$ cat config.mk
export PLATFORM = sky130hd
export DESIGN_NAME = fwp_regs
export DESIGN_NICKNAME = d
export VERILOG_FILES = /design/src/shared/fwp_pkg.sv /design/src/hdl/fwp_page_check.sv /design/src/hdl/fwp_regs.sv
export SDC_FILE = /design/constraint.sdc
export NUM_CORES = 1
export LEC_CHECK = 0
export BUFFER_PORTS_ARGS = -buffer_cell sky130_fd_sc_hd__buf_2
export CORE_MARGIN = 3
export CORE_UTILIZATION = 58
export CTS_CLUSTER_DIAMETER = 40
export DETAILED_ROUTE_END_ITERATION = 7
export GPL_ROUTABILITY_DRIVEN = 0
export GPL_TIMING_DRIVEN = 0
export HOLD_SLACK_MARGIN = 0.06
export MAX_ROUTING_LAYER = met4
export PLACE_DENSITY = 0.95
export SLEW_MARGIN = 15
export SYNTH_ARGS = -nofsm -noshare
export SYNTH_HDL_FRONTEND = slang
export SYNTH_HIERARCHICAL = 1
export SYNTH_SLANG_ARGS = --single-unit
$ cat constraint.sdc
create_clock -name clk -period 10.1 [get_ports clk]
set_input_delay 0.505 -clock clk [delete_from_list [all_inputs] [get_ports clk]]
set_output_delay 0.505 -clock clk [all_outputs]
set_load 0.05 [all_outputs]
$ cat src/shared/fwp_pkg.sv
// Behaviour
// A 32-bit source-data address register holds where row-programming data is fetched from.
// Program protect unlock bit 31 at 1 leaves the program protect register modifiable, 0 locks it.
// Both unlock bits (31 and 15) can only be cleared by software, and only reset sets them.
// Program memory below the address 0x1D prefixed to the 24-bit boundary is write-protected.
// A boundary of zero disables program-flash protection entirely.
// Protection works on whole pages: the page holding the boundary and all below are protected; the code spares the page at a page-aligned boundary.
// Protect registers accept a write only after the key unlock sequence has been completed.
// The boundary field changes only while the program protect unlock bit is 1.
// Boot protect unlock bit 15 at 1 leaves the boot page protect bits modifiable, 0 locks them.
// Writes to the boot page protect bits are ignored unless boot unlock is 1 at that write.
// Boot page 2 protect bit 10 guards 0x1FC01000 to 0x1FC017FF.
// Boot page 1 protect bit 9 guards 0x1FC00800 to 0x1FC00FFF.
// Boot page 0 protect bit 8 guards 0x1FC00000 to 0x1FC007FF.
// Unimplemented bits of both protect registers read as zero.
// The unlock key register is write-only and reads as zero.
// A program or erase aimed at a protected page is suppressed and leaves memory unchanged.
package fwp_pkg;

    // Register byte offsets
    localparam logic [7:0] OFS_ROW_SOURCE_ADDRESS    = 8'h00;
    localparam logic [7:0] OFS_PROGRAM_FLASH_PROTECT = 8'h04;
    localparam logic [7:0] OFS_BOOT_FLASH_PROTECT    = 8'h08;
    localparam logic [7:0] OFS_UNLOCK_KEY            = 8'h0c;
    localparam logic [7:0] OFS_PROTECT_STATUS        = 8'h10;

    // Field positions
    localparam int PROG_UNLOCK_BIT   = 31;
    localparam int BOUNDARY_MSB      = 23;
    localparam int BOOT_UNLOCK_BIT   = 15;
    localparam int BOOT_PAGE_LSB     = 8;
    localparam int BOOT_PAGE_MSB     = 10;
    localparam int STAT_KEY_OPEN_BIT = 0;
    localparam int STAT_DENIED_BIT   = 1;

    // Values after reset
    localparam logic [31:0] RST_ROW_SOURCE_ADDRESS = 32'h0000_0000;
    localparam logic        RST_PROG_UNLOCK        = 1'b1;
    localparam logic [23:0] RST_BOUNDARY           = 24'h00_0000;
    localparam logic        RST_BOOT_UNLOCK        = 1'b1;
    localparam logic [2:0]  RST_BOOT_PAGES         = 3'h7;

    // Memory map of the protected regions
    localparam logic [7:0]  PROG_FLASH_PREFIX = 8'h1d;
    localparam int          PAGE_LSB          = 11;
    localparam logic [31:0] BOOT_ALIAS_BASE   = 32'h1fc0_0000;
    localparam logic [31:0] BOOT_ALIAS_LAST   = 32'h1fc0_17ff;

    // Key words, arbitrary values
    localparam logic [31:0] UNLOCK_KEY_FIRST  = 32'h1234_5678;
    localparam logic [31:0] UNLOCK_KEY_SECOND = 32'h8765_4321;

    typedef enum logic [1:0] {
        FWP_KEY_IDLE,
        FWP_KEY_FIRST_SEEN,
        FWP_KEY_OPEN
    } fwp_key_state_t;

endpackage

$ cat src/hdl/fwp_page_check.sv
`timescale 1ns/1ps
// Decides whether a flash target address lies in a protected page.
module fwp_page_check (
    // Protection settings
    input  wire logic [23:0] boundary,
    input  wire logic [2:0]  boot_pages,
    // Target
    input  wire logic [31:0] target,
    // Verdict
    output logic             is_protected
);

    logic [20:0] bound_page;
    logic [20:0] ceil_page;
    logic        prog_hit;
    logic        boot_hit;
    logic [1:0]  boot_index;

    always_comb begin
        bound_page = {fwp_pkg::PROG_FLASH_PREFIX, boundary[23:fwp_pkg::PAGE_LSB]};
        // A boundary inside a page protects that whole page too
        ceil_page  = bound_page + {20'h0_0000, |boundary[fwp_pkg::PAGE_LSB-1:0]};
        prog_hit   = (boundary != 24'h00_0000)
                     && (target[31:24] == fwp_pkg::PROG_FLASH_PREFIX)
                     && (target[31:fwp_pkg::PAGE_LSB] < ceil_page);
        boot_index = target[12:11];
        boot_hit   = 1'b0;
        if (target >= fwp_pkg::BOOT_ALIAS_BASE && target <= fwp_pkg::BOOT_ALIAS_LAST) begin
            case (boot_index)
                2'h0:    boot_hit = boot_pages[0];
                2'h1:    boot_hit = boot_pages[1];
                2'h2:    boot_hit = boot_pages[2];
                default: boot_hit = 1'b0;
            endcase
        end
        is_protected = prog_hit | boot_hit;
    end

endmodule // fwp_page_check

$ cat src/hdl/fwp_regs.sv
`timescale 1ns/1ps
// Flash write-protect register block with key unlock and operation gate.
module fwp_regs (
    // Clock and reset
    input  wire logic        clk,
    input  wire logic        rst,
    // Register port
    input  wire logic [7:0]  reg_addr,
    input  wire logic [31:0] reg_wdata,
    input  wire logic        reg_wr,
    input  wire logic        reg_rd,
    output logic      [31:0] reg_rdata,
    // Flash operation request from the controller
    input  wire logic        op_req,
    input  wire logic [31:0] op_addr,
    input  wire logic        op_row,
    // Operation verdict towards the sequencer
    output logic             op_go,
    output logic             op_denied,
    output logic      [31:0] op_target,
    output logic      [31:0] op_source,
    // Protection state
    output logic      [31:0] source_data_address,
    output logic             key_open
);

    typedef struct packed {
        logic [31:0]                   rdata;
        logic [31:0]                   src_addr;
        logic                          prog_unlock;
        logic [23:0]                   boundary;
        logic                          boot_unlock;
        logic [2:0]                    boot_pages;
        fwp_pkg::fwp_key_state_t       key_state;
        logic                          open;
        logic                          go;
        logic                          denied;
        logic                          last_denied;
        logic [31:0]                   target;
        logic [31:0]                   source;
    } fwp_state_t;

    fwp_state_t s_q;
    fwp_state_t s_d;

    logic target_protected;

    // Read value of the program protect register
    function automatic logic [31:0] fwp_prog_word(input logic unlock, input logic [23:0] bound);
        logic [31:0] w;
        w = 32'h0000_0000;
        w[fwp_pkg::PROG_UNLOCK_BIT] = unlock;
        w[fwp_pkg::BOUNDARY_MSB:0] = bound;
        return w;
    endfunction

    // Read value of the boot protect register
    function automatic logic [31:0] fwp_boot_word(input logic unlock, input logic [2:0] pages);
        logic [31:0] w;
        w = 32'h0000_0000;
        w[fwp_pkg::BOOT_UNLOCK_BIT] = unlock;
        w[fwp_pkg::BOOT_PAGE_MSB:fwp_pkg::BOOT_PAGE_LSB] = pages;
        return w;
    endfunction

    fwp_page_check u_page_check (
        .boundary     (s_q.boundary),
        .boot_pages   (s_q.boot_pages),
        .target       (op_addr),
        .is_protected (target_protected)
    );

    logic        wr_prog;
    logic        wr_boot;
    logic        wr_key;
    logic        protect_write;
    logic [31:0] status_word;

    always_comb begin
        s_d = s_q;

        wr_prog       = reg_wr && (reg_addr == fwp_pkg::OFS_PROGRAM_FLASH_PROTECT);
        wr_boot       = reg_wr && (reg_addr == fwp_pkg::OFS_BOOT_FLASH_PROTECT);
        wr_key        = reg_wr && (reg_addr == fwp_pkg::OFS_UNLOCK_KEY);
        // Protect registers take a write only once the key sequence is complete
        protect_write = (s_q.key_state == fwp_pkg::FWP_KEY_OPEN);

        status_word = 32'h0000_0000;
        status_word[fwp_pkg::STAT_KEY_OPEN_BIT] = (s_q.key_state == fwp_pkg::FWP_KEY_OPEN);
        status_word[fwp_pkg::STAT_DENIED_BIT]   = s_q.last_denied;

        // Key sequence: two key words in a row, then one protect write
        case (s_q.key_state)
            fwp_pkg::FWP_KEY_IDLE: begin
                if (wr_key && reg_wdata == fwp_pkg::UNLOCK_KEY_FIRST) begin
                    s_d.key_state = fwp_pkg::FWP_KEY_FIRST_SEEN;
                end
            end
            fwp_pkg::FWP_KEY_FIRST_SEEN: begin
                // Any write other than a key word aborts (the first key restarts), so stray
                // stores cannot complete a half-done sequence later
                if (reg_wr) begin
                    if (wr_key && reg_wdata == fwp_pkg::UNLOCK_KEY_SECOND) begin
                        s_d.key_state = fwp_pkg::FWP_KEY_OPEN;
                    end else if (wr_key && reg_wdata == fwp_pkg::UNLOCK_KEY_FIRST) begin
                        s_d.key_state = fwp_pkg::FWP_KEY_FIRST_SEEN;
                    end else begin
                        s_d.key_state = fwp_pkg::FWP_KEY_IDLE;
                    end
                end
            end
            fwp_pkg::FWP_KEY_OPEN: begin
                // The unlock is spent by the next write of any kind
                if (reg_wr) begin
                    s_d.key_state = fwp_pkg::FWP_KEY_IDLE;
                end
            end
            default: begin
                s_d.key_state = fwp_pkg::FWP_KEY_IDLE;
            end
        endcase
        // Registered copy, so the key_open port leaves a flip-flop, not a decoder
        s_d.open = (s_d.key_state == fwp_pkg::FWP_KEY_OPEN);

        // Register writes
        if (reg_wr) begin
            if (reg_addr == fwp_pkg::OFS_ROW_SOURCE_ADDRESS) begin
                s_d.src_addr = reg_wdata;
            end
            if (wr_prog && protect_write) begin
                // Boundary moves only while the old unlock value is still 1
                if (s_q.prog_unlock) begin
                    s_d.boundary = reg_wdata[fwp_pkg::BOUNDARY_MSB:0];
                end
                // Clear only: a written 1 cannot revive a cleared unlock
                s_d.prog_unlock = s_q.prog_unlock & reg_wdata[fwp_pkg::PROG_UNLOCK_BIT];
            end
            if (wr_boot && protect_write) begin
                if (s_q.boot_unlock) begin
                    s_d.boot_pages =
                        reg_wdata[fwp_pkg::BOOT_PAGE_MSB:fwp_pkg::BOOT_PAGE_LSB];
                end
                s_d.boot_unlock = s_q.boot_unlock & reg_wdata[fwp_pkg::BOOT_UNLOCK_BIT];
            end
        end

        // Register reads, answered in the following cycle
        s_d.rdata = 32'h0000_0000;
        if (reg_rd) begin
            case (reg_addr)
                fwp_pkg::OFS_ROW_SOURCE_ADDRESS: begin
                    s_d.rdata = s_q.src_addr;
                end
                fwp_pkg::OFS_PROGRAM_FLASH_PROTECT: begin
                    s_d.rdata = fwp_prog_word(s_q.prog_unlock, s_q.boundary);
                end
                fwp_pkg::OFS_BOOT_FLASH_PROTECT: begin
                    s_d.rdata = fwp_boot_word(s_q.boot_unlock, s_q.boot_pages);
                end
                fwp_pkg::OFS_UNLOCK_KEY: begin
                    s_d.rdata = 32'h0000_0000;
                end
                fwp_pkg::OFS_PROTECT_STATUS: begin
                    s_d.rdata = status_word;
                end
                default: begin
                    s_d.rdata = 32'h0000_0000;
                end
            endcase
        end

        // Operation gate: verdict one cycle after the request
        s_d.go     = 1'b0;
        s_d.denied = 1'b0;
        if (op_req) begin
            s_d.target = op_addr;
            if (target_protected) begin
                s_d.denied      = 1'b1;
                s_d.last_denied = 1'b1;
            end else begin
                s_d.go          = 1'b1;
                s_d.last_denied = 1'b0;
                // Row program fetches its data from the source address
                if (op_row) begin
                    s_d.source = s_q.src_addr;
                end
            end
        end
    end

    always_ff @(posedge clk or posedge rst) begin
        if (rst) begin
            s_q.rdata       <= 32'h0000_0000;
            s_q.src_addr    <= fwp_pkg::RST_ROW_SOURCE_ADDRESS;
            s_q.prog_unlock <= fwp_pkg::RST_PROG_UNLOCK;
            s_q.boundary    <= fwp_pkg::RST_BOUNDARY;
            s_q.boot_unlock <= fwp_pkg::RST_BOOT_UNLOCK;
            s_q.boot_pages  <= fwp_pkg::RST_BOOT_PAGES;
            s_q.key_state   <= fwp_pkg::FWP_KEY_IDLE;
            s_q.open        <= 1'b0;
            s_q.go          <= 1'b0;
            s_q.denied      <= 1'b0;
            s_q.last_denied <= 1'b0;
            s_q.target      <= 32'h0000_0000;
            s_q.source      <= 32'h0000_0000;
        end else begin
            s_q <= s_d;
        end
    end

    // Outputs straight from the state register
    assign reg_rdata           = s_q.rdata;
    assign op_go               = s_q.go;
    assign op_denied           = s_q.denied;
    assign op_target           = s_q.target;
    assign op_source           = s_q.source;
    assign source_data_address = s_q.src_addr;
    assign key_open            = s_q.open;

endmodule // fwp_regs

# Yosys cells after proc, flatten, opt, wreduce, memory -nomap -nowiden
# Index checks and enable logic that the tools add are counted.
# word_totals
reg_bits,163
input_bits,78
out_inout_bits,131
word_cells,69
# classes
addsub,1
reduce_logical,21
bitwise_logic,4
muxes,15
order_cmp,3
eq_ne,12
# ops
operator,count
case mux 32 bit (4 select lines),1
2-to-1 mux 32 bit,3
2-to-1 mux 67 bit,1
"== test 32 x 29 -> 1 bit, second input constant",1
"== test 32 bit, second input constant",1
"greater-or-equal comparator 32 x 29 -> 1 bit, second input constant",1
"less-or-equal comparator 32 x 29 -> 1 bit, second input constant",1
nonzero test 24 bit,1
less-than comparator 21 bit,1
adder 18 x 1 -> 19 bit,1
"== test 8 x 4 -> 1 bit, second input constant",2
"== test 8 x 5 -> 1 bit, second input constant",2
OR reduction 11 bit,1
logical AND 1 bit,10
AND reduction 3 bit,3
"== test 8 x 3 -> 1 bit, second input constant",1
logical NOT 8 bit,1
2-to-1 mux 2 bit,4
"== test 2 bit, second input constant",3
case mux 2 bit (3 select lines),1
AND reduction 2 bit,3
"== test 2 x 1 -> 1 bit, second input constant",2
logical NOT 2 bit,2
2-to-1 mux 1 bit,4
other kinds (4),5

# Logic depth before layout (Yosys ltp)
# logic_depth
depth_word,8
depth_mapped,17
ltp_nobuf,16

# Cells and area by module
# The synthesis kept the hierarchy.
# by_module_without_submodules
mod,n_inst,seq_area_each_um2,cells_per_inst,area_per_inst_um2
fwp_regs,1,4085.2,559,7393.3
fwp_page_check,1,0.0,92,684.4

# Worst setup path after synthesis
# OpenSTA, ideal clock, no wires.
# synth_timing
path_type,register to register
from,"register, netlist name s_q[81]"
to,register s_q (netlist bit op_source[0])
path_stages_with_launch,18
path_buffers,1
path_slack_ns,6.569
period_less_slack_ns,3.531
arrival_ns,3.406
setup_ns,0.125
required_ns,9.975
path_cell_list,dfrtp_1 > nor4_1 > nand3_1 > ha_1 > ha_1 > nand3_2 > nor3_2 > xnor2_1 > ha_1 > a21o_1 > a21oi_1 > nor2b_1 > o31ai_1 > a32o_2 > nor2b_1 > nand2_1 > buf_1 > mux2_2
# synth_via
elab_chain_len,7
word_cells_on_any_way,9
classes_between,add/sub (1); order compare (1); bitwise (2); reduce/logical (5)
# synth_lines
item,line,text
OR reduction 11 bit,fwp_page_check.sv:22,"ceil_page = bound_page + {20'h0_0000, |boundary[fwp_pkg::PAGE_LSB-1:0]};"
adder 18 x 1 -> 19 bit,fwp_page_check.sv:22,
less-than comparator 21 bit,fwp_page_check.sv:25,&& (target[31:fwp_pkg::PAGE_LSB] < ceil_page);
logical AND 1 bit (*),fwp_page_check.sv:25,
OR 1 bit (*),fwp_page_check.sv:36,is_protected = prog_hit | boot_hit;
named net target_protected,fwp_regs.sv:46,logic target_protected;
inverter 1 bit (no source line) (*),--,
AND reduction 3 bit (no source line) (*),--,
end: declaration,fwp_regs.sv:43,fwp_state_t s_q;
# The timed path passes the listed nets; every way through them passes the cells marked *.
# A chain may end at the register's enable or synchronous reset.

# Final worst setup path
# layout_timing
from,"register, netlist name s_q[77]"
to,register s_q (netlist bit op_source[27])
# layout_via
elab_chain_len,7
word_cells_on_any_way,9
classes_between,add/sub (1); order compare (1); bitwise (2); reduce/logical (5)
# layout_lines
item,line
OR reduction 11 bit,fwp_page_check.sv:22
adder 18 x 1 -> 19 bit,fwp_page_check.sv:22
less-than comparator 21 bit,fwp_page_check.sv:25
logical AND 1 bit (*),fwp_page_check.sv:25
OR 1 bit (*),fwp_page_check.sv:36
named net target_protected,fwp_regs.sv:46
inverter 1 bit (no source line) (*),--
AND reduction 3 bit (no source line) (*),--
# Marked as above.

==> impl_metrics.tcl <==
set metrics [dict create \
    finalNonFillerCells 1067 \
    viasPerCell 5.304 \
    post-place-cells 1034 \
    clock-root-buffer "clkbuf_16" \
    tritoncts "built" \
    worst_path_dominant_cell_family "simple AND/OR/NAND/NOR gates" \
    drtAntennaViolNets 0 \
    synth_nets 745 \
    required_ns 10.39 \
    crit_path_start_kind "register" \
    hold_ws_ns 0.1617 \
    cts_setup_buffers 0 \
    numCtsBuffers 17 \
    initial_core_util 0.6004 \
    path_cells "nor4_1, nand3_1, ha_1, ha_1, nand3_2, nor3_2, xnor2_1, ha_1, a21o_1, a21oi_1, nor2b_1, o31ai_1, a32o_2, nor2b_1, nand2_1, buf_1, mux2_2" \
    area_growth_pct 22.96 \
    worstSetupEndpointType "register" \
    slowest_stage "buf_1" \
    rows 42 \
    ys_seq_area_frac 0.5057 \
    vdd_ir_drop_max_mv 0.1422 \
    postCtsHoldBufs 0 \
    ioPinCount 209 \
    grt_max_degree 84 \
    synth_cell_types 55 \
    tightest_slew_ns 0.8705 \
    dp_slack_ns 5.649 \
    grt_pass1_vias 5833 \
    totalWireLength_um 18780 \
    dieArea_mm2 0.01538 \
    crit_path_frequent_cell "ha_1" \
    cts_sinks 163 \
    critPathBufInv 1 \
    drv_slew 0 \
    async_flop_share 1.000 \
    max_freq_mhz 223.9 \
    fin_skew_ns 0.008087 \
    outcome "completed" \
    synth_top_flop_cell "dfrtp_1" \
    p_leak_nw 5.289 \
    post-route-period-util 0.4422 \
    worst_slack_ns 5.634 \
    relSlewSlack 0.4197 \
    layout-drive-gt1-share 0.5854 \
    grt_use_total 0.2588 \
    die-height_um 124.0 \
    stdcell_area_mm2 0.009932 \
    setup_viol 0 \
    core_mm2 0.01345 \
    drtPass1Iterations 4 \
    rr_startpoint "s_q[77]$_DFFE_PP0P_" \
    cp_max_fo 10 \
    synth_enable_flop_cells 0 \
    final_cell_mix "buf_2 (211), dfrtp_1 (158), buf_4 (128), mux2_2 (124), nor2_1 (40)" \
    critPathArrivalTime_ns 4.76 \
    placed_area_mm2 0.009364 \
    power.density_mw_per_mm2 157.9 \
    antenna_found_initial 1 \
    clkLatencyLatePin_ns 0.42 \
    rsz0062_at_grt "false" \
    reg2reg_depth 17 \
    grt_pass1_wl_um 29140 \
    avgRoutedWirePerCell_um 17.60 \
    ys_warn_count 6 \
    dp_hpwl_um 14150 \
    fillers 910 \
    grt_overflow 0 \
    min_path_type "input pin to asynchronous set/reset pin" \
    max_stage_delay_ns 0.55 \
    cts_buffer_depth 2 \
    chipWidth_um 124.0 \
    r2r_end "op_source[27]$_DFFE_PP0P_" \
    vias 5659 \
    drc 0 \
    regToRegSetupSlack_ns 5.63 \
    final_common_cell "buf_2" \
    nNetsFinal 971 \
    setup-tns-final_ns 0 \
    synthCells 651 \
    finalCriticalPeriod_ns 4.466 \
    ctsHtreeMaxLevel 4 \
    cap_violations 0 \
    syn_area_per_cell_um2 12.41 \
    path_clk_slew_ns 0.06 \
    hold_viol 0 \
    ys_ff_latch 163 \
    synth_area_mm2 0.008078 \
    first_iter_violations 380 \
    cts-resized-gates 0 \
    critPathKind "register to register" \
    port_buffers 206 \
]
-- sequential cells by signal, summed over array words and instances, names as in the netlist --
signal and cells:
key_open 1, op_target 32, s_q 32, source_data_address 32
op_go 1, op_denied 1, reg_rdata 32, op_source 32
-- routing by layer --
| metal | GRT usage | up-vias | share of wire |
|---|---|---|---|
| li1 | - | 2610 | - |
| met1 | 0.3074 | 2807 | 0.40 |
| met2 | 0.4295 | 199 | 0.52 |
| met3 | 0.05359 | 43 | 0.057 |
| met4 | 0.1123 | 0 | 0.026 |
| met5 | - | - | 0 |
-- through the flow --
stage                      power, W    util
final                      0.001568  0.7383
after CTS                  0.001580  0.7381
after global placement    0.0009625  0.6935
after global routing       0.001629  0.7383
after floorplan           0.0009014       -
after detailed placement  0.0009706  0.6961
-- synthesized netlist by cell type (3+ instances only) --
| cell type | count | area, um2 |
|---|---|---|
| nand2_1 | 13 | 48.80 |
| xor2_1 | 7 | 61.31 |
| buf_4 | 128 | 960.9 |
| dfstp_2 | 5 | 131.4 |
| buf_2 | 5 | 25.02 |
| xnor2_1 | 4 | 35.03 |
| mux2_2 | 124 | 1396 |
| inv_1 | 5 | 18.77 |
| dfrtp_1 | 158 | 3954 |
| mux2i_1 | 23 | 230.2 |
| clkbuf_1 | 6 | 22.52 |
| or4_1 | 3 | 22.52 |
| nand2b_1 | 3 | 18.77 |
| nor3_2 | 3 | 30.03 |
| buf_1 | 5 | 18.77 |
| nor3_1 | 4 | 20.02 |
| a21oi_1 | 13 | 65.06 |
| nor4_1 | 11 | 68.82 |
| nand4b_1 | 4 | 35.03 |
| nand3_1 | 13 | 65.06 |
| ha_1 | 16 | 200.2 |
| nor2b_1 | 3 | 18.77 |
| buf_6 | 5 | 56.30 |
| nor2_1 | 40 | 150.1 |
| nor3b_1 | 8 | 60.06 |
| nand4_1 | 7 | 43.79 |
-- logic make-up (layout without fill, tap and decap cells) --
group	Yosys count	count (layout)	share of synthesized area
compound gates	27	27	0.02107
simple gates	132	132	0.09728
xor+xnor	11	11	0.01193
other cells	0	1	0
flops	163	163	0.5057
fa+ha+maj	16	16	0.02478
mux	148	148	0.2028
buf+inv	154	393	0.1365
-- report_power, final --
| group | switching, W | internal (W) | total [W] |
|---|---|---|---|
| clock network | 0.000247 | 0.000362 | 0.000610 |
| registers | 0.0000179 | 0.000680 | 0.000698 |
| logic | 0.000166 | 0.0000946 | 0.000260 |
-- cell type report --
type                    instances  area (um2)  area share
plain buffers                 149        1084      0.1091
well taps                     176       220.2     0.02217
clock buffers                  22       484.2     0.04875
multi-input cells             334        2890      0.2910
flip-flops and latches        163        4085      0.4113
inverters                       5       26.28    0.002646
diodes                          1       2.502   0.0002520
clock inverters                10       81.33    0.008188
repair buffers                207        1059      0.1066
-- worst max-delay path by stage --
| stage | from | end | slack [ns] | cells after the start |
|---|---|---|---|---|
| 6_report | s_q[77]$_DFFE_PP0P_ | op_source[27]$_DFFE_PP0P_ | 5.63 | 17 |
| 5_1_grt | s_q[77]$_DFFE_PP0P_ | op_source[14]$_DFFE_PP0P_ | 5.39 | 17 |
| 4_1_cts | s_q[77]$_DFFE_PP0P_ | op_source[17]$_DFFE_PP0P_ | 5.63 | 17 |
| 3_5_place_dp | s_q[77]$_DFFE_PP0P_ | op_source[16]$_DFFE_PP0P_ | 5.65 | 17 |
| 3_3_place_gp | rst | op_target[5]$_DFFE_PP0P_ | 3.49 | 2 |
| 2_1_floorplan | rst | key_open$_DFF_PP0_ | 5.20 | 1 |
Power figures use the tool's default switching activity.
